File: config.mk
export PLATFORM = sky130hd
export DESIGN_NAME = dcs_channel_sequencer
export DESIGN_NICKNAME = d
export VERILOG_FILES = /design/src/dcs_pkg.sv /design/src/dcs_channel_sequencer.sv
export VERILOG_INCLUDE_DIRS = /design/src
export SDC_FILE = /design/constraint.sdc
export NUM_CORES = 2
export LEC_CHECK = 0
export BUFFER_PORTS_ARGS = -buffer_cell sky130_fd_sc_hd__buf_2
export CORE_MARGIN = 2
export CORE_UTILIZATION = 45
export CTS_BUF_LIST = sky130_fd_sc_hd__clkbuf_4
export DETAILED_ROUTE_END_ITERATION = 12
export GPL_ROUTABILITY_DRIVEN = 1
export GPL_TIMING_DRIVEN = 1
export HOLD_SLACK_MARGIN = 0.12
export SLEW_MARGIN = 20
export SYNTH_ARGS = -nofsm -noshare
export SYNTH_HDL_FRONTEND = slang
export SYNTH_SLANG_ARGS = --single-unit
File: constraint.sdc
create_clock -name i_ref_clk -period 17.2 [get_ports i_ref_clk]
set_input_delay 0 -clock i_ref_clk [delete_from_list [all_inputs] [get_ports i_ref_clk]]
set_output_delay 0 -clock i_ref_clk [all_outputs]
set_load 0.02 [all_outputs]
File: src/dcs_params.svh
`ifndef DCS_PARAMS_SVH
`define DCS_PARAMS_SVH
// Contract
// One service request runs one major iteration.
// On selection clear done/start, set active, load.
// Non-final iteration writes back addresses, decremented count.
// Final iteration adjusts addresses, reloads count, sets done.
// Five-bit modulo per side, zero disables.
// Modulo keeps upper address bits, power-of-two wrap.
// Software status: start, active, then clear/done.
// Hardware request shows no status bits while pending.
// Start bit cleared whenever execution begins.
// Done bit marks major completion, both activations.
// Running channel reads live addresses and count.
// Working byte count decrements as bytes move.
// Other fields read from descriptor storage.
// Preemption only under fixed-priority arbitration.
// Round-robin ignores priority, rotates service.
// Preempted channel keeps its active bit.
// Preempted channel resumes after one iteration.
// Hardware requests honoured only when enabled.
// Request handshake invisible to software.
// Minor loop reads source units, writes destination units.
// Major completion flag only with interrupt enable.
// Request-disable clears hardware enable at completion.
// Acknowledge pulses when hardware service is accepted. The code gives none when a channel is taken by preemption.

// ****************************************************************
// Global register byte offsets.
// ****************************************************************
`define DCS_OFS_CTRL       12'h000
`define DCS_OFS_HWRE       12'h004
`define DCS_OFS_IRQF       12'h008
`define DCS_OFS_CH_BASE    12'h100
`define DCS_CH_STRIDE_LG2  5

// ****************************************************************
// Word index of each descriptor field within a channel window.
// ****************************************************************
`define DCS_W_SADDR        3'h0
`define DCS_W_DADDR        3'h1
`define DCS_W_NBYTES       3'h2
`define DCS_W_OFFS         3'h3
`define DCS_W_SLAST        3'h4
`define DCS_W_DLAST        3'h5
`define DCS_W_ITER         3'h6
`define DCS_W_CSR          3'h7

// ****************************************************************
// Bit positions of the control/status word, and of the round-robin bit in the global control register.
// ****************************************************************
`define DCS_B_START        0
`define DCS_B_INTMAJ       1
`define DCS_B_DREQ         3
`define DCS_B_PREEMPT      4
`define DCS_B_ACTIVE       6
`define DCS_B_DONE         7
`define DCS_B_SSIZE        8
`define DCS_B_DSIZE        10
`define DCS_B_SMOD         16
`define DCS_B_DMOD         24
`define DCS_B_CTRL_RR      2
`endif

File: src/dcs_pkg.sv
package dcs_pkg;
  // Engine sequencing states.
  typedef enum logic [2:0] {
    ST_IDLE,
    ST_LOAD,
    ST_READ,
    ST_WRITE,
    ST_WBACK
  } dcs_state_t;
endpackage

File: src/dcs_channel_sequencer.sv
`timescale 1ns/100ps
`include "dcs_params.svh"
module dcs_channel_sequencer #(
  parameter int NCH = 4
) (
  input  wire logic             i_ref_clk,
  input  wire logic             i_rst_n,
  input  wire logic             psel,
  input  wire logic             penable,
  input  wire logic             pwrite,
  input  wire logic [11:0]      paddr,
  input  wire logic [31:0]      pwdata,
  output logic      [31:0]      prdata,
  output logic                  pready,
  output logic                  pslverr,
  input  wire logic [NCH-1:0]   i_dma_req,
  output logic      [NCH-1:0]   o_dma_ack,
  output logic      [NCH-1:0]   o_channel_irq_flags,
  output logic                  o_mem_req,
  output logic                  o_mem_we,
  output logic      [31:0]      o_mem_addr,
  output logic      [1:0]       o_mem_size,
  output logic      [31:0]      o_mem_wdata,
  input  wire logic             i_mem_ack,
  input  wire logic [31:0]      i_mem_rdata
);
  localparam int CW = $clog2(NCH);

  // The channel count must lie between 2 and 8; any other value is refused at elaboration.
  if (NCH < 2 || NCH > 8) begin : g_bad_nch
    $error("NCH must lie between 2 and 8.");
  end

  // ****************************************************************
  // Helper functions.
  // ****************************************************************
  // Unit size code to byte count; code 3 is treated as a word.
  function automatic logic [2:0] size_bytes(input logic [1:0] code);
    unique case (code)
      2'h0: size_bytes = 3'h1;
      2'h1: size_bytes = 3'h2;
      default: size_bytes = 3'h4;
    endcase
  endfunction

  // Address step with optional modulo wrap of the low bits.
  function automatic logic [31:0] mod_next(input logic [31:0] a, input logic [15:0] off,
                                           input logic [4:0] m);
    logic [31:0] sum;
    logic [31:0] msk;
    sum = a + {{16{off[15]}}, off};
    msk = (32'h1 << m) - 32'h1;
    if (m == 5'h0) mod_next = sum;
    else mod_next = (a & ~msk) | (sum & msk);
  endfunction

  // Picks a channel: highest index under fixed mode, or rotation downward from the last served one.
  function automatic logic [CW:0] arbitrate(input logic [NCH-1:0] p, input logic rr, input logic [CW-1:0] last);
    logic [CW:0] r;
    int          c;
    r = '0;
    for (int k = 0; k < NCH; k++) begin
      if (rr) c = (int'(last) + 2 * NCH - 1 - k) % NCH;
      else c = NCH - 1 - k;
      if (!r[CW] && p[c]) r = {1'b1, CW'(c)};
    end
    arbitrate = r;
  endfunction

  // ****************************************************************
  // Descriptor storage and global registers.
  // ****************************************************************
  logic [31:0]    sa_ff    [NCH];     // Stored source address.
  logic [31:0]    da_ff    [NCH];     // Stored destination address.
  logic [31:0]    nb_ff    [NCH];     // Minor byte count.
  logic [15:0]    soff_ff  [NCH];     // Source offset.
  logic [15:0]    doff_ff  [NCH];     // Destination offset.
  logic [31:0]    slast_ff [NCH];     // Source last-address adjustment.
  logic [31:0]    dlast_ff [NCH];     // Destination last-address adjustment.
  logic [15:0]    citer_ff [NCH];     // Current iteration count.
  logic [15:0]    biter_ff [NCH];     // Beginning iteration count.
  logic [31:0]    csr_ff   [NCH];     // Control/status word.
  logic [NCH-1:0] hwre_ff;            // Hardware request enables.
  logic [NCH-1:0] irqf_ff;            // Channel interrupt request flags.
  logic           rr_ff;              // Round-robin mode when set.

  // ****************************************************************
  // Engine working registers.
  // ****************************************************************
  dcs_pkg::dcs_state_t state_ff;
  logic [CW-1:0]  ch_ff;              // Executing channel.
  logic [CW-1:0]  last_ff;            // Last channel picked, for rotation.
  logic [31:0]    wsrc_ff;            // Live source address.
  logic [31:0]    wdst_ff;            // Live destination address.
  logic [31:0]    wrd_ff;             // Bytes left to read, shown on readback.
  logic [31:0]    wwr_ff;             // Bytes left to write.
  logic [63:0]    buf_ff;             // Gathered bytes awaiting a write.
  logic [3:0]     cnt_ff;             // Valid bytes in the buffer.
  logic           pre_ff;             // A channel is suspended.
  logic [CW-1:0]  pch_ff;             // Suspended channel index.
  logic [31:0]    psrc_ff;            // Suspended source address.
  logic [31:0]    pdst_ff;            // Suspended destination address.
  logic [31:0]    prd_ff;             // Suspended read count.
  logic [31:0]    pwr_ff;             // Suspended write count.

  logic [NCH-1:0] pend;
  logic [NCH-1:0] busy;
  logic [CW:0]    pick;
  logic [CW:0]    hi;
  logic [2:0]     sb;
  logic [2:0]     db;
  logic           final_it;
  logic           preempt;
  logic           wr_acc;
  logic           rd_acc;

  // Running and suspended channels must not be picked again.
  always_comb begin
    busy = '0;
    if (state_ff != dcs_pkg::ST_IDLE) busy[ch_ff] = 1'b1;
    if (pre_ff) busy[pch_ff] = 1'b1;
  end

  // A request counts as software start, or as an enabled peripheral line.
  assign pend = ({NCH{1'b0}} | (hwre_ff & i_dma_req)) & ~busy;
  logic [NCH-1:0] swp;
  always_comb begin
    for (int i = 0; i < NCH; i++) swp[i] = csr_ff[i][`DCS_B_START];
  end
  assign pick = arbitrate(pend | (swp & ~busy), rr_ff, last_ff);
  assign hi   = arbitrate(pend | (swp & ~busy), 1'b0, last_ff);
  assign sb   = size_bytes(csr_ff[ch_ff][`DCS_B_SSIZE +: 2]);
  assign db   = size_bytes(csr_ff[ch_ff][`DCS_B_DSIZE +: 2]);
  assign final_it = (citer_ff[ch_ff] <= 16'h1);

  // Preempt at a drained unit boundary, fixed mode only, one level deep.
  assign preempt = !rr_ff && csr_ff[ch_ff][`DCS_B_PREEMPT] && !pre_ff && hi[CW]
                   && (hi[CW-1:0] > ch_ff);

  assign wr_acc = psel && penable && pwrite;
  assign rd_acc = psel && !penable && !pwrite;

  // ****************************************************************
  // Memory-side request, held until acknowledged.
  // ****************************************************************
  assign o_mem_req   = (state_ff == dcs_pkg::ST_READ) || (state_ff == dcs_pkg::ST_WRITE);
  assign o_mem_we    = (state_ff == dcs_pkg::ST_WRITE);
  assign o_mem_addr  = o_mem_we ? wdst_ff : wsrc_ff;
  assign o_mem_size  = o_mem_we ? csr_ff[ch_ff][`DCS_B_DSIZE +: 2] : csr_ff[ch_ff][`DCS_B_SSIZE +: 2];
  assign o_mem_wdata = buf_ff[31:0];

  // ****************************************************************
  // Sequencer: selection, minor loop, preemption and resume.
  // ****************************************************************
  always_ff @(posedge i_ref_clk or negedge i_rst_n) begin
    if (!i_rst_n) begin
      state_ff <= dcs_pkg::ST_IDLE;
      ch_ff    <= '0;
      last_ff  <= '0;
      wsrc_ff  <= '0;
      wdst_ff  <= '0;
      wrd_ff   <= '0;
      wwr_ff   <= '0;
      buf_ff   <= '0;
      cnt_ff   <= '0;
      pre_ff   <= 1'b0;
      pch_ff   <= '0;
      psrc_ff  <= '0;
      pdst_ff  <= '0;
      prd_ff   <= '0;
      pwr_ff   <= '0;
    end else begin
      unique case (state_ff)
        dcs_pkg::ST_IDLE: begin
          // One pick starts exactly one major iteration.
          if (pick[CW]) begin
            ch_ff    <= pick[CW-1:0];
            last_ff  <= pick[CW-1:0];
            state_ff <= dcs_pkg::ST_LOAD;
          end
        end
        dcs_pkg::ST_LOAD: begin
          // Descriptor copied into the working set after the status update.
          wsrc_ff  <= sa_ff[ch_ff];
          wdst_ff  <= da_ff[ch_ff];
          wrd_ff   <= nb_ff[ch_ff];
          wwr_ff   <= nb_ff[ch_ff];
          buf_ff   <= '0;
          cnt_ff   <= '0;
          state_ff <= (nb_ff[ch_ff] == 32'h0) ? dcs_pkg::ST_WBACK : dcs_pkg::ST_READ;
        end
        dcs_pkg::ST_READ: begin
          if (i_mem_ack) begin
            // Source units are packed little-endian behind the bytes already held.
            buf_ff  <= buf_ff | ({32'h0, i_mem_rdata & ~(32'hffff_ffff << {sb, 3'h0})} << {cnt_ff, 3'h0});
            cnt_ff  <= cnt_ff + 4'(sb);
            wsrc_ff <= mod_next(wsrc_ff, soff_ff[ch_ff], csr_ff[ch_ff][`DCS_B_SMOD +: 5]);
            wrd_ff  <= wrd_ff - 32'(sb);
            if ((cnt_ff + 4'(sb) >= 4'(db)) || (wrd_ff <= 32'(sb))) state_ff <= dcs_pkg::ST_WRITE;
          end
        end
        dcs_pkg::ST_WRITE: begin
          if (i_mem_ack) begin
            buf_ff  <= buf_ff >> {db, 3'h0};
            cnt_ff  <= (cnt_ff > 4'(db)) ? cnt_ff - 4'(db) : 4'h0;
            wdst_ff <= mod_next(wdst_ff, doff_ff[ch_ff], csr_ff[ch_ff][`DCS_B_DMOD +: 5]);
            wwr_ff  <= (wwr_ff > 32'(db)) ? wwr_ff - 32'(db) : 32'h0;
            if (wwr_ff <= 32'(db)) begin
              state_ff <= dcs_pkg::ST_WBACK;
            end else if (cnt_ff >= 4'(2 * db)) begin
              state_ff <= dcs_pkg::ST_WRITE;
            end else if (preempt && cnt_ff == 4'(db)) begin
              // Park the running channel; its active bit is left alone.
              pre_ff   <= 1'b1;
              pch_ff   <= ch_ff;
              psrc_ff  <= wsrc_ff;
              pdst_ff  <= mod_next(wdst_ff, doff_ff[ch_ff], csr_ff[ch_ff][`DCS_B_DMOD +: 5]);
              prd_ff   <= wrd_ff;
              pwr_ff   <= wwr_ff - 32'(db);
              ch_ff    <= hi[CW-1:0];
              state_ff <= dcs_pkg::ST_LOAD;
            end else begin
              state_ff <= dcs_pkg::ST_READ;
            end
          end
        end
        dcs_pkg::ST_WBACK: begin
          // After the preempting iteration the suspended channel carries on.
          if (pre_ff) begin
            pre_ff   <= 1'b0;
            ch_ff    <= pch_ff;
            wsrc_ff  <= psrc_ff;
            wdst_ff  <= pdst_ff;
            wrd_ff   <= prd_ff;
            wwr_ff   <= pwr_ff;
            buf_ff   <= '0;
            cnt_ff   <= '0;
            state_ff <= dcs_pkg::ST_READ;
          end else begin
            state_ff <= dcs_pkg::ST_IDLE;
          end
        end
      endcase
    end
  end

  // Acknowledge pulses in the cycle after selection from idle, for peripheral-driven requests only.
  always_ff @(posedge i_ref_clk or negedge i_rst_n) begin
    if (!i_rst_n) begin
      o_dma_ack <= '0;
    end else begin
      o_dma_ack <= '0;
      if (state_ff == dcs_pkg::ST_IDLE && pick[CW] && !csr_ff[pick[CW-1:0]][`DCS_B_START]) begin
        o_dma_ack[pick[CW-1:0]] <= 1'b1;
      end
    end
  end

  // ****************************************************************
  // Descriptor storage: software writes, engine updates take priority.
  // ****************************************************************
  logic          ch_hit;
  logic [CW-1:0] ch_sel;
  logic [2:0]    ch_word;
  logic [11:0]   ch_rel;
  assign ch_rel  = paddr - `DCS_OFS_CH_BASE;
  assign ch_hit  = (paddr >= `DCS_OFS_CH_BASE) && (ch_rel < 12'(NCH << `DCS_CH_STRIDE_LG2));
  assign ch_sel  = ch_rel[`DCS_CH_STRIDE_LG2 +: CW];
  assign ch_word = ch_rel[4:2];

  always_ff @(posedge i_ref_clk or negedge i_rst_n) begin
    if (!i_rst_n) begin
      for (int i = 0; i < NCH; i++) begin
        sa_ff[i] <= '0; da_ff[i] <= '0; nb_ff[i] <= '0; soff_ff[i] <= '0; doff_ff[i] <= '0;
        slast_ff[i] <= '0; dlast_ff[i] <= '0; citer_ff[i] <= '0; biter_ff[i] <= '0; csr_ff[i] <= '0;
      end
    end else begin
      if (wr_acc && ch_hit) begin
        unique case (ch_word)
          `DCS_W_SADDR:  sa_ff[ch_sel] <= pwdata;
          `DCS_W_DADDR:  da_ff[ch_sel] <= pwdata;
          `DCS_W_NBYTES: nb_ff[ch_sel] <= pwdata;
          `DCS_W_OFFS:   {doff_ff[ch_sel], soff_ff[ch_sel]} <= pwdata;
          `DCS_W_SLAST:  slast_ff[ch_sel] <= pwdata;
          `DCS_W_DLAST:  dlast_ff[ch_sel] <= pwdata;
          `DCS_W_ITER:   {biter_ff[ch_sel], citer_ff[ch_sel]} <= pwdata;
          `DCS_W_CSR: begin
            // Active stays under engine control; done can only be cleared here.
            csr_ff[ch_sel] <= (pwdata & ~32'h0000_00c0) | (csr_ff[ch_sel] & 32'h0000_0040)
                              | (csr_ff[ch_sel] & pwdata & 32'h0000_0080);
          end
        endcase
      end
      if (state_ff == dcs_pkg::ST_IDLE && pick[CW]) begin
        // Start and done clear and active sets on selection for either activation.
        csr_ff[pick[CW-1:0]][`DCS_B_START]  <= 1'b0;
        csr_ff[pick[CW-1:0]][`DCS_B_DONE]   <= 1'b0;
        csr_ff[pick[CW-1:0]][`DCS_B_ACTIVE] <= 1'b1;
      end
      if (state_ff == dcs_pkg::ST_WRITE && i_mem_ack && wwr_ff > 32'(db) && cnt_ff < 4'(2 * db)
          && preempt && cnt_ff == 4'(db)) begin
        csr_ff[hi[CW-1:0]][`DCS_B_START]  <= 1'b0;
        csr_ff[hi[CW-1:0]][`DCS_B_DONE]   <= 1'b0;
        csr_ff[hi[CW-1:0]][`DCS_B_ACTIVE] <= 1'b1;
      end
      if (state_ff == dcs_pkg::ST_WBACK) begin
        csr_ff[ch_ff][`DCS_B_ACTIVE] <= 1'b0;
        if (!final_it) begin
          sa_ff[ch_ff]    <= wsrc_ff;
          da_ff[ch_ff]    <= wdst_ff;
          citer_ff[ch_ff] <= citer_ff[ch_ff] - 16'h1;
        end else begin
          sa_ff[ch_ff]    <= wsrc_ff + slast_ff[ch_ff];
          da_ff[ch_ff]    <= wdst_ff + dlast_ff[ch_ff];
          citer_ff[ch_ff] <= biter_ff[ch_ff];
          csr_ff[ch_ff][`DCS_B_DONE] <= 1'b1;
        end
      end
    end
  end

  // ****************************************************************
  // Global registers; hardware sets win over software clears.
  // ****************************************************************
  logic done_evt;
  assign done_evt = (state_ff == dcs_pkg::ST_WBACK) && final_it;

  always_ff @(posedge i_ref_clk or negedge i_rst_n) begin
    if (!i_rst_n) begin
      rr_ff   <= 1'b0;
      hwre_ff <= '0;
      irqf_ff <= '0;
    end else begin
      if (wr_acc && paddr == `DCS_OFS_CTRL) rr_ff <= pwdata[`DCS_B_CTRL_RR];
      if (wr_acc && paddr == `DCS_OFS_HWRE) hwre_ff <= pwdata[NCH-1:0];
      if (wr_acc && paddr == `DCS_OFS_IRQF) irqf_ff <= irqf_ff & ~pwdata[NCH-1:0];
      if (done_evt && csr_ff[ch_ff][`DCS_B_DREQ]) hwre_ff[ch_ff] <= 1'b0;
      if (done_evt && csr_ff[ch_ff][`DCS_B_INTMAJ]) irqf_ff[ch_ff] <= 1'b1;
    end
  end
  assign o_channel_irq_flags = irqf_ff;

  // ****************************************************************
  // APB read path, loaded in the setup cycle and answered in access.
  // ****************************************************************
  logic [31:0] rd_val;
  logic        rd_bad;
  logic        live;
  // Live values belong to the channel whose working set is loaded, never the handshake lines.
  assign live = ch_hit && (ch_sel == ch_ff) && (state_ff inside {dcs_pkg::ST_READ, dcs_pkg::ST_WRITE});

  always_comb begin
    rd_val = 32'h0;
    rd_bad = 1'b0;
    if (paddr == `DCS_OFS_CTRL) rd_val = {29'h0, rr_ff, 2'h0};
    else if (paddr == `DCS_OFS_HWRE) rd_val = 32'(hwre_ff);
    else if (paddr == `DCS_OFS_IRQF) rd_val = 32'(irqf_ff);
    else if (ch_hit) begin
      unique case (ch_word)
        `DCS_W_SADDR:  rd_val = live ? wsrc_ff : sa_ff[ch_sel];
        `DCS_W_DADDR:  rd_val = live ? wdst_ff : da_ff[ch_sel];
        `DCS_W_NBYTES: rd_val = live ? wrd_ff : nb_ff[ch_sel];
        `DCS_W_OFFS:   rd_val = {doff_ff[ch_sel], soff_ff[ch_sel]};
        `DCS_W_SLAST:  rd_val = slast_ff[ch_sel];
        `DCS_W_DLAST:  rd_val = dlast_ff[ch_sel];
        `DCS_W_ITER:   rd_val = {biter_ff[ch_sel], citer_ff[ch_sel]};
        `DCS_W_CSR:    rd_val = csr_ff[ch_sel];
      endcase
    end else rd_bad = 1'b1;
  end

  always_ff @(posedge i_ref_clk or negedge i_rst_n) begin
    if (!i_rst_n) begin
      prdata  <= '0;
      pslverr <= 1'b0;
    end else if (psel && !penable) begin
      prdata  <= rd_acc ? rd_val : 32'h0;
      pslverr <= rd_bad;
    end
  end
  assign pready = 1'b1;
endmodule // dcs_channel_sequencer

# After elaboration in Yosys (flattened, before gate mapping)
# Cells that the tools add are included.
# W data, S select, Z words.
dict set report word_totals {
  word_cells 490
  input_bits 86
  regBits 1404
  output_inout_bits 110
}
dict set report classes {
  mux 221
  n_shift 5
  addsub 17
  bitwise 48
  n_eq_ne 25
  order_cmp 29
  reduce_logical 84
}
# op n
set op_table {}
lappend op_table {{$mux W128} 14}
lappend op_table {{$mux W32} 48}
lappend op_table {{$bwmux W128} 10}
lappend op_table {{$bmux W32 S2} 13}
lappend op_table {{$and A128 B128 Y128} 5}
lappend op_table {{$demux W32 S2} 10}
lappend op_table {{$not A128 Y128} 5}
lappend op_table {{$mux W64} 7}
lappend op_table {{$bwmux W64} 6}
lappend op_table {{$or A128 B128 Y128} 3}
lappend op_table {{$pmux W32 S3} 4}
lappend op_table {{$mux W16} 18}
lappend op_table {{$bmux W16 S2} 8}
lappend op_table {{$pmux W32 S8} 1}
lappend op_table {{$pmux W64 S4} 1}
lappend op_table {{$and A32 B32 Y32} 5}
lappend op_table {{$add A32 B32 Y32} 4}
lappend op_table {{$lt A32 B4 Y1 const B} 4}
lappend op_table {{$not A32 Y32} 3}
lappend op_table {{$demux W16 S2} 2}
lappend op_table {{$le A32 B3 Y1} 2}
lappend op_table {{$or A32 B32 Y32} 2}
lappend op_table {{$or A64 B64 Y64} 1}
lappend op_table {{$shl A1 B5 Y32 const A} 2}
lappend op_table {{76 further kinds} 251}

# Longest topological paths before layout
dict set report logic_depth {
  word_depth 41
  mapped_depth 25
  depth_no_buf 16
}

# Worst setup path after synthesis
# Ideal clock, no wire load.
dict set report synth_path {
  kind {register to register}
  from {register ch_ff[0]}
  to {register wsrc_ff[30]}
  n_path_buf 11
  setup_time_ns 0.124
  period_less_slack_ns 5.681
  t_arrival_ns 5.557
  required_time_ns 17.076
  path_stages_with_launch 25
  setup_slack_ns 11.519
  path_cell_list {dfrtp_1 -> buf_6 -> buf_6 -> buf_6 -> buf_4 -> buf_6 -> buf_6 -> buf_4 -> buf_6 -> buf_4 -> buf_6 -> buf_4 -> mux4_2 -> ha_1 -> fa_1 -> a21oi_1 -> o21ai_0 -> a211oi_1 -> nor3_1 -> nor4b_1 -> o21ai_0 -> or4b_1 -> a21oi_1 -> xor2_1 -> a21oi_1}
}
dict set report synth_via {
  elab_chain_len 12
  word_cells_on_any_way 21
  classes_between {add/sub (2); shift (1); mux (12); bitwise (5); reduce/logical (1)}
}
# element line_no
set synth_rtl {}
lappend synth_rtl {{start, declared} dcs_channel_sequencer.sv:91} ;# logic [CW-1:0] ch_ff;
lappend synth_rtl {{start signal, assigned} dcs_channel_sequencer.sv:177} ;# ch_ff <= pick[CW-1:0];
lappend synth_rtl {{start signal, assigned} dcs_channel_sequencer.sv:220} ;# ch_ff <= hi[CW-1:0];
lappend synth_rtl {{start signal, assigned} dcs_channel_sequencer.sv:231} ;# ch_ff <= pch_ff;
lappend synth_rtl {{$not A2 Y3 (not written as such) (*)} {dcs_channel_sequencer.sv:184, dcs_channel_sequencer.sv:197}}
lappend synth_rtl {{$bmux W32 S2} dcs_channel_sequencer.sv:197} ;# wsrc_ff <= mod_next(wsrc_ff, soff_ff[ch_ff], csr_ff[ch_ff][`DCS_B_SMOD +: 5]);
lappend synth_rtl {{$mux W29 (2 in series)} --}
lappend synth_rtl {{$shl A1 B5 Y32} dcs_channel_sequencer.sv:52} ;# msk = (32'h1 << m) - 32'h1;
lappend synth_rtl {{$sub A32 B1 Y32} dcs_channel_sequencer.sv:52}
lappend synth_rtl {{$not A32 Y32} dcs_channel_sequencer.sv:54} ;# else mod_next = (a & ~msk) | (sum & msk);
lappend synth_rtl {{$and A32 B32 Y32} dcs_channel_sequencer.sv:54}
lappend synth_rtl {{$or A32 B32 Y32} dcs_channel_sequencer.sv:54}
lappend synth_rtl {{$mux W32} dcs_channel_sequencer.sv:53} ;# if (m == 5'h0) mod_next = sum;
lappend synth_rtl {{$mux W32} dcs_channel_sequencer.sv:193} ;# if (i_mem_ack) begin
lappend synth_rtl {{$pmux W32 S3 (*)} dcs_channel_sequencer.sv:173} ;# unique case (state_ff)
lappend synth_rtl {{end signal, assigned} dcs_channel_sequencer.sv:184} ;# wsrc_ff <= sa_ff[ch_ff];
lappend synth_rtl {{end signal, assigned} dcs_channel_sequencer.sv:197}
lappend synth_rtl {{end signal, assigned} dcs_channel_sequencer.sv:232} ;# wsrc_ff <= psrc_ff;
lappend synth_rtl {{end, declared} dcs_channel_sequencer.sv:93} ;# logic [31:0] wsrc_ff;
# Mark *: on every way between the ends. The rest lies on a longest branch, timed or not. The select of a mux whose other input is x is not followed.
# A chain may end at the register's enable or synchronous reset.

# Worst setup path after layout
dict set report layout_path {
  from {register ch_ff[0]}
  to {register pwr_ff[18]}
}
dict set report layout_via {
  elab_chain_len 24
  word_cells_on_any_way 42
  classes_between {add/sub (1); order compare (5); eq/ne (2); mux (12); bitwise (8); reduce/logical (14)}
}
# element line_no
set layout_rtl {}
lappend layout_rtl {{$lt A2 B3 Y1 (not written as such) / $ge A2 B1 Y1 (equally long branches)} dcs_channel_sequencer.sv:120} ;# if (state_ff != dcs_pkg::ST_IDLE) busy[ch_ff] = 1'b1;
lappend layout_rtl {{$logic_and A1 B1 Y1 (not written as such)} dcs_channel_sequencer.sv:120}
lappend layout_rtl {{$mux W1 (not written as such)} dcs_channel_sequencer.sv:120}
lappend layout_rtl {{$demux W1 S2} dcs_channel_sequencer.sv:120}
lappend layout_rtl {{$mux W4} dcs_channel_sequencer.sv:120}
lappend layout_rtl {{$or A4 B4 Y4 (no source line)} --}
lappend layout_rtl {{$mux W4} dcs_channel_sequencer.sv:121} ;# if (pre_ff) busy[pch_ff] = 1'b1;
lappend layout_rtl {{$not A4 Y4} {dcs_channel_sequencer.sv:125, dcs_channel_sequencer.sv:131}}
lappend layout_rtl {{[8 not listed]} --}
lappend layout_rtl {{$mux W3} dcs_channel_sequencer.sv:65} ;# if (!r[CW] && p[c]) r = {1'b1, CW'(c)};
lappend layout_rtl {{$logic_not A1 Y1} dcs_channel_sequencer.sv:65}
lappend layout_rtl {{$logic_and A1 B1 Y1} dcs_channel_sequencer.sv:65}
lappend layout_rtl {{$mux W3} dcs_channel_sequencer.sv:65}
lappend layout_rtl {{$gt A2 B2 Y1 / $logic_and A1 B1 Y1 (equally long branches)} {dcs_channel_sequencer.sv:138, dcs_channel_sequencer.sv:137}}
lappend layout_rtl {{$logic_and A1 B1 Y1} dcs_channel_sequencer.sv:137} ;# assign preempt = !rr_ff && csr_ff[ch_ff][`DCS_B_PREEMPT] && !pre_ff && hi[CW]
lappend layout_rtl {{$logic_and A1 B1 Y1} dcs_channel_sequencer.sv:212} ;# end else if (preempt && cnt_ff == 4'(db)) begin
lappend layout_rtl {{$reduce_and A5 Y1 (no source line)} --}
lappend layout_rtl {{end signal, assigned} dcs_channel_sequencer.sv:219} ;# pwr_ff <= wwr_ff - 32'(db);
lappend layout_rtl {{end, declared} dcs_channel_sequencer.sv:104} ;# logic [31:0] pwr_ff;
# Parallel ways exist; a longest one is shown, timed or not. The select of a mux whose other input is x is not followed.

==> results.sh <==
export IMPL_synth_top_area_share_pct=41.03
export IMPL_post_dp_cell_area_um2=88360
export IMPL_gp_congestion=0.9932
export IMPL_timing_slew_headroom_pct=22.65
export IMPL_path_clk_slew_ns=0.08
export IMPL_synth_main_ff_cell="dfrtp_1"
export IMPL_yosysWarnings=0
export IMPL_hp_start="pwdata[5]"
export IMPL_path_buf_inv=3
export IMPL_critPathMaxStageDelay_ns=1.15
export IMPL_crit_path_end_kind="flop"
export IMPL_drc=0
export IMPL_p_leak_nw=43.24
export IMPL_period_share_pct=41.40
export IMPL_fin_util_pct=51.29
export IMPL_required_ns=18.41
export IMPL_vias=74010
export IMPL_hold_viol_final=0
export IMPL_synth_most_common_cell="dfrtp_1"
export IMPL_cp_arrival_ns=8.33
export IMPL_initial_core_util_pct=45.17
export IMPL_io_buffers=194
export IMPL_power_density_nw_per_um2=131.4
export IMPL_synth_avg_cell_area_um2=10.55
export IMPL_areaGrowthSynthToFinish_pct=13.54
export IMPL_drive_gt1_share_pct=26.46
export IMPL_final_area_um2=97240
export IMPL_grtUsageTotal_pct=34.85
export IMPL_post_place_ws_ns=10.21
export IMPL_cts_root_buf="clkbuf_4"
export IMPL_antenna_found_initial=20
export IMPL_clock_path_buffers=4
export IMPL_cpMaxStageDelayCell="mux4_4"
export IMPL_synthTopCellsByCount="dfrtp_1 (1404), nand2_1 (1060), mux2_2 (752), clkbuf_1 (561), a21oi_1 (553)"
export IMPL_ys_seq_area_share_pct=41.03
export IMPL_post_drt_wl_per_cell_um=30.26
export IMPL_path_class="reg2reg"
export IMPL_crit_chain="buf_12, mux4_4, nor2_1, ha_1, inv_1, fa_1, a211o_1, a21oi_1, nand4_1, o21a_1, and2_0, and4bb_1, nand2_4, buf_6, o21ai_0"
export IMPL_synth_area_um2=85640
export IMPL_drt_iter0_markers=8659
export IMPL_async_flop_share_pct=100.0
export IMPL_hold_path_class="in2reg"
export IMPL_syn_inst=8116
export IMPL_cts_made_buffers=408
export IMPL_die_area_um2=193800
export IMPL_cap_violations=0
export IMPL_dieHeight_um=440.2
export IMPL_die_w_um=440.2
export IMPL_setup_ws_ns=10.08
export IMPL_detail_route_first_pass_iterations=6
export IMPL_grt_pass1_wl_mm=496.8
export IMPL_fin_nets=8728
export IMPL_cts_sinks=1404
export IMPL_routed_wl_mm=341.8
export IMPL_path_max_fanout=98
export IMPL_rrSetupSlack_ns=10.08
export IMPL_total_power_mw=12.78
export IMPL_worst_slew_pin_slew_ns=1.148
export IMPL_fillers=16910
export IMPL_vias_per_cell=6.552
export IMPL_synth_nets=8359
export IMPL_grt_max_degree=162
export IMPL_synth_seq_cells=1404
export IMPL_ios=196
export IMPL_timing_rr_end="pwr_ff[18]$_DFFE_PN0P_"
export IMPL_tns_ns=0
export IMPL_core_um2=189600
export IMPL_rows=160
export IMPL_synth_largest_area_cell="dfrtp_1"
export IMPL_holdPathStages=6
export IMPL_ys_top_cells_by_area="dfrtp_1 (41%), mux4_2 (13%), mux2_2 (9.9%)"
export IMPL_dp_final_hpwl_mm=222.3
export IMPL_ir_worst_vdd_v=0.0001046
export IMPL_fmax_mhz=140.4
export IMPL_setup_viol=0
export IMPL_ys_types=89
export IMPL_clkLatencyLatePin_ns=1.45
export IMPL_r2r_start="ch_ff[0]$_DFFE_PN0P_"
export IMPL_antenna_left=0
export IMPL_grt_ovfl_total=0
export IMPL_critical_path_top_delay_family="simple AND/OR/NAND/NOR gates"
export IMPL_r2r_cells=15
export IMPL_drv_slew=0
export IMPL_cts_tree="built"
export IMPL_synth_edf_count=0
export IMPL_skew_ns=0.1246
export IMPL_holdPathEnd="sa_ff[5]$_DFF_PN0_"
export IMPL_h_tree_depth=5
export IMPL_status="complete, no violations"
export IMPL_grt_pass1_vias=72000
export IMPL_start_kind="flop"
export IMPL_rsz0062_at_grt="false"
export IMPL_fin_crit_ns=7.121
==> logic make-up (layout without fill, tap and decap cells) <==
logic type      after synthesis  after routing  share of synthesized area (%)
compound gates             2050           2050                          15.01
mux                        1461           1461                          25.42
simple gates               2088           2088                          10.89
fa+ha+maj                   157            157                          2.364
other cells                   1             11                       0.004379
flops                      1404           1404                          41.03
buf+inv                     823           1481                          3.927
xor+xnor                    132            132                          1.350
==> cells in the final DEF (no fill, tap or decap), types with 125 or more instances in the layout <==
cell type      synthesis  routed
dfrtp_1             1404    1402
nand2_1             1060    1053
mux4_2               496     495
ha_1                 149     149
clkbuf_4               0     591
buf_2                 41     191
dlygate4sd3_1          0     316
o21ai_0              474     473
nor2_1               372     340
a211oi_1             184     184
mux2i_1              213     213
buf_4                 45     128
mux2_2               752     752
nor2b_1              181     181
a21oi_1              553     553
a22oi_1              125     125
==> tightest hold or removal path, cell delays in order <==
cell	delay, ns
dlygate4sd3_1	0.52
dlygate4sd3_1	0.54
buf_2	0.18
buf_12	0.20
mux2i_1	0.13
o21ai_0	0.08
==> layout make-up <==
class / instances / area (um^2) / area share [%]
clock buffers: 591 / 4437 / 4.563
repair buffers: 685 / 6060 / 6.232
inverters: 97 / 365.4 / 0.3757
clock inverters: 108 / 498.0 / 0.5121
flip-flops and latches: 1404 / 35140 / 36.14
multi-input cells: 5889 / 47570 / 48.92
well taps: 2511 / 3142 / 3.231
diodes: 10 / 25.02 / 0.02574
==> what timing repair did <==
item / 4_1_cts / 5_1_grt
resized for setup: 0 / 0
setup buffers: 0 / 0
endpoints found under the hold margin: 2058 / 0
endpoints found under the setup margin: 0 / 0
hold buffers: 350 / 0
==> state kept, by name, summed over array words and instances, names as in the netlist, 64 cells and up <==
| signal | flops |
|---|---|
| csr_ff | 128 |
| da_ff | 128 |
| dlast_ff | 128 |
| nb_ff | 128 |
| sa_ff | 128 |
| slast_ff | 128 |
| biter_ff | 64 |
| buf_ff | 64 |
| citer_ff | 64 |
| doff_ff | 64 |
| soff_ff | 64 |
==> routing by layer <==
| metal | vias up | share of wire, % | GRT usage [%] |
|---|---|---|---|
| li1 | 31180 | - | - |
| met1 | 37440 | 38 | 44.83 |
| met2 | 4387 | 45 | 52.66 |
| met3 | 983 | 10 | 8.859 |
| met4 | 10 | 7.0 | 21.74 |
| met5 | - | 0.019 | 0 |
==> how the worst max path moves through the flow <==
stage                         startpoint                       to  depth (start not counted)
floorplan           ch_ff[0]$_DFFE_PN0P_  wsrc_ff[30]$_DFFE_PN0P_                         24
global placement    ch_ff[0]$_DFFE_PN0P_   pdst_ff[2]$_DFFE_PN0P_                         15
detailed placement  ch_ff[0]$_DFFE_PN0P_   pwr_ff[24]$_DFFE_PN0P_                         15
CTS                 ch_ff[0]$_DFFE_PN0P_   pdst_ff[2]$_DFFE_PN0P_                         15
global route        ch_ff[0]$_DFFE_PN0P_   pwr_ff[31]$_DFFE_PN0P_                         15
finish              ch_ff[0]$_DFFE_PN0P_   pwr_ff[18]$_DFFE_PN0P_                         15
==> metrics by stage <==
stage,hold WS (ns),std cells
5_1_grt,0.2472,11290
4_1_cts,0.1224,11280
3_5_place_dp,0.07130,10240
6_report,0.2884,11300
3_3_place_gp,0.06536,10240
2_1_floorplan,-0.2956,8116
==> power by group <==
| part | switching [mW] | leakage [nW] | internal, mW |
|---|---|---|---|
| clock network | 1.53 | 2.96 | 1.61 |
| registers | 0.643 | 18.8 | 3.81 |
| logic | 3.26 | 21.5 | 1.94 |
Note: power is estimated with default switching activity, not from simulation.
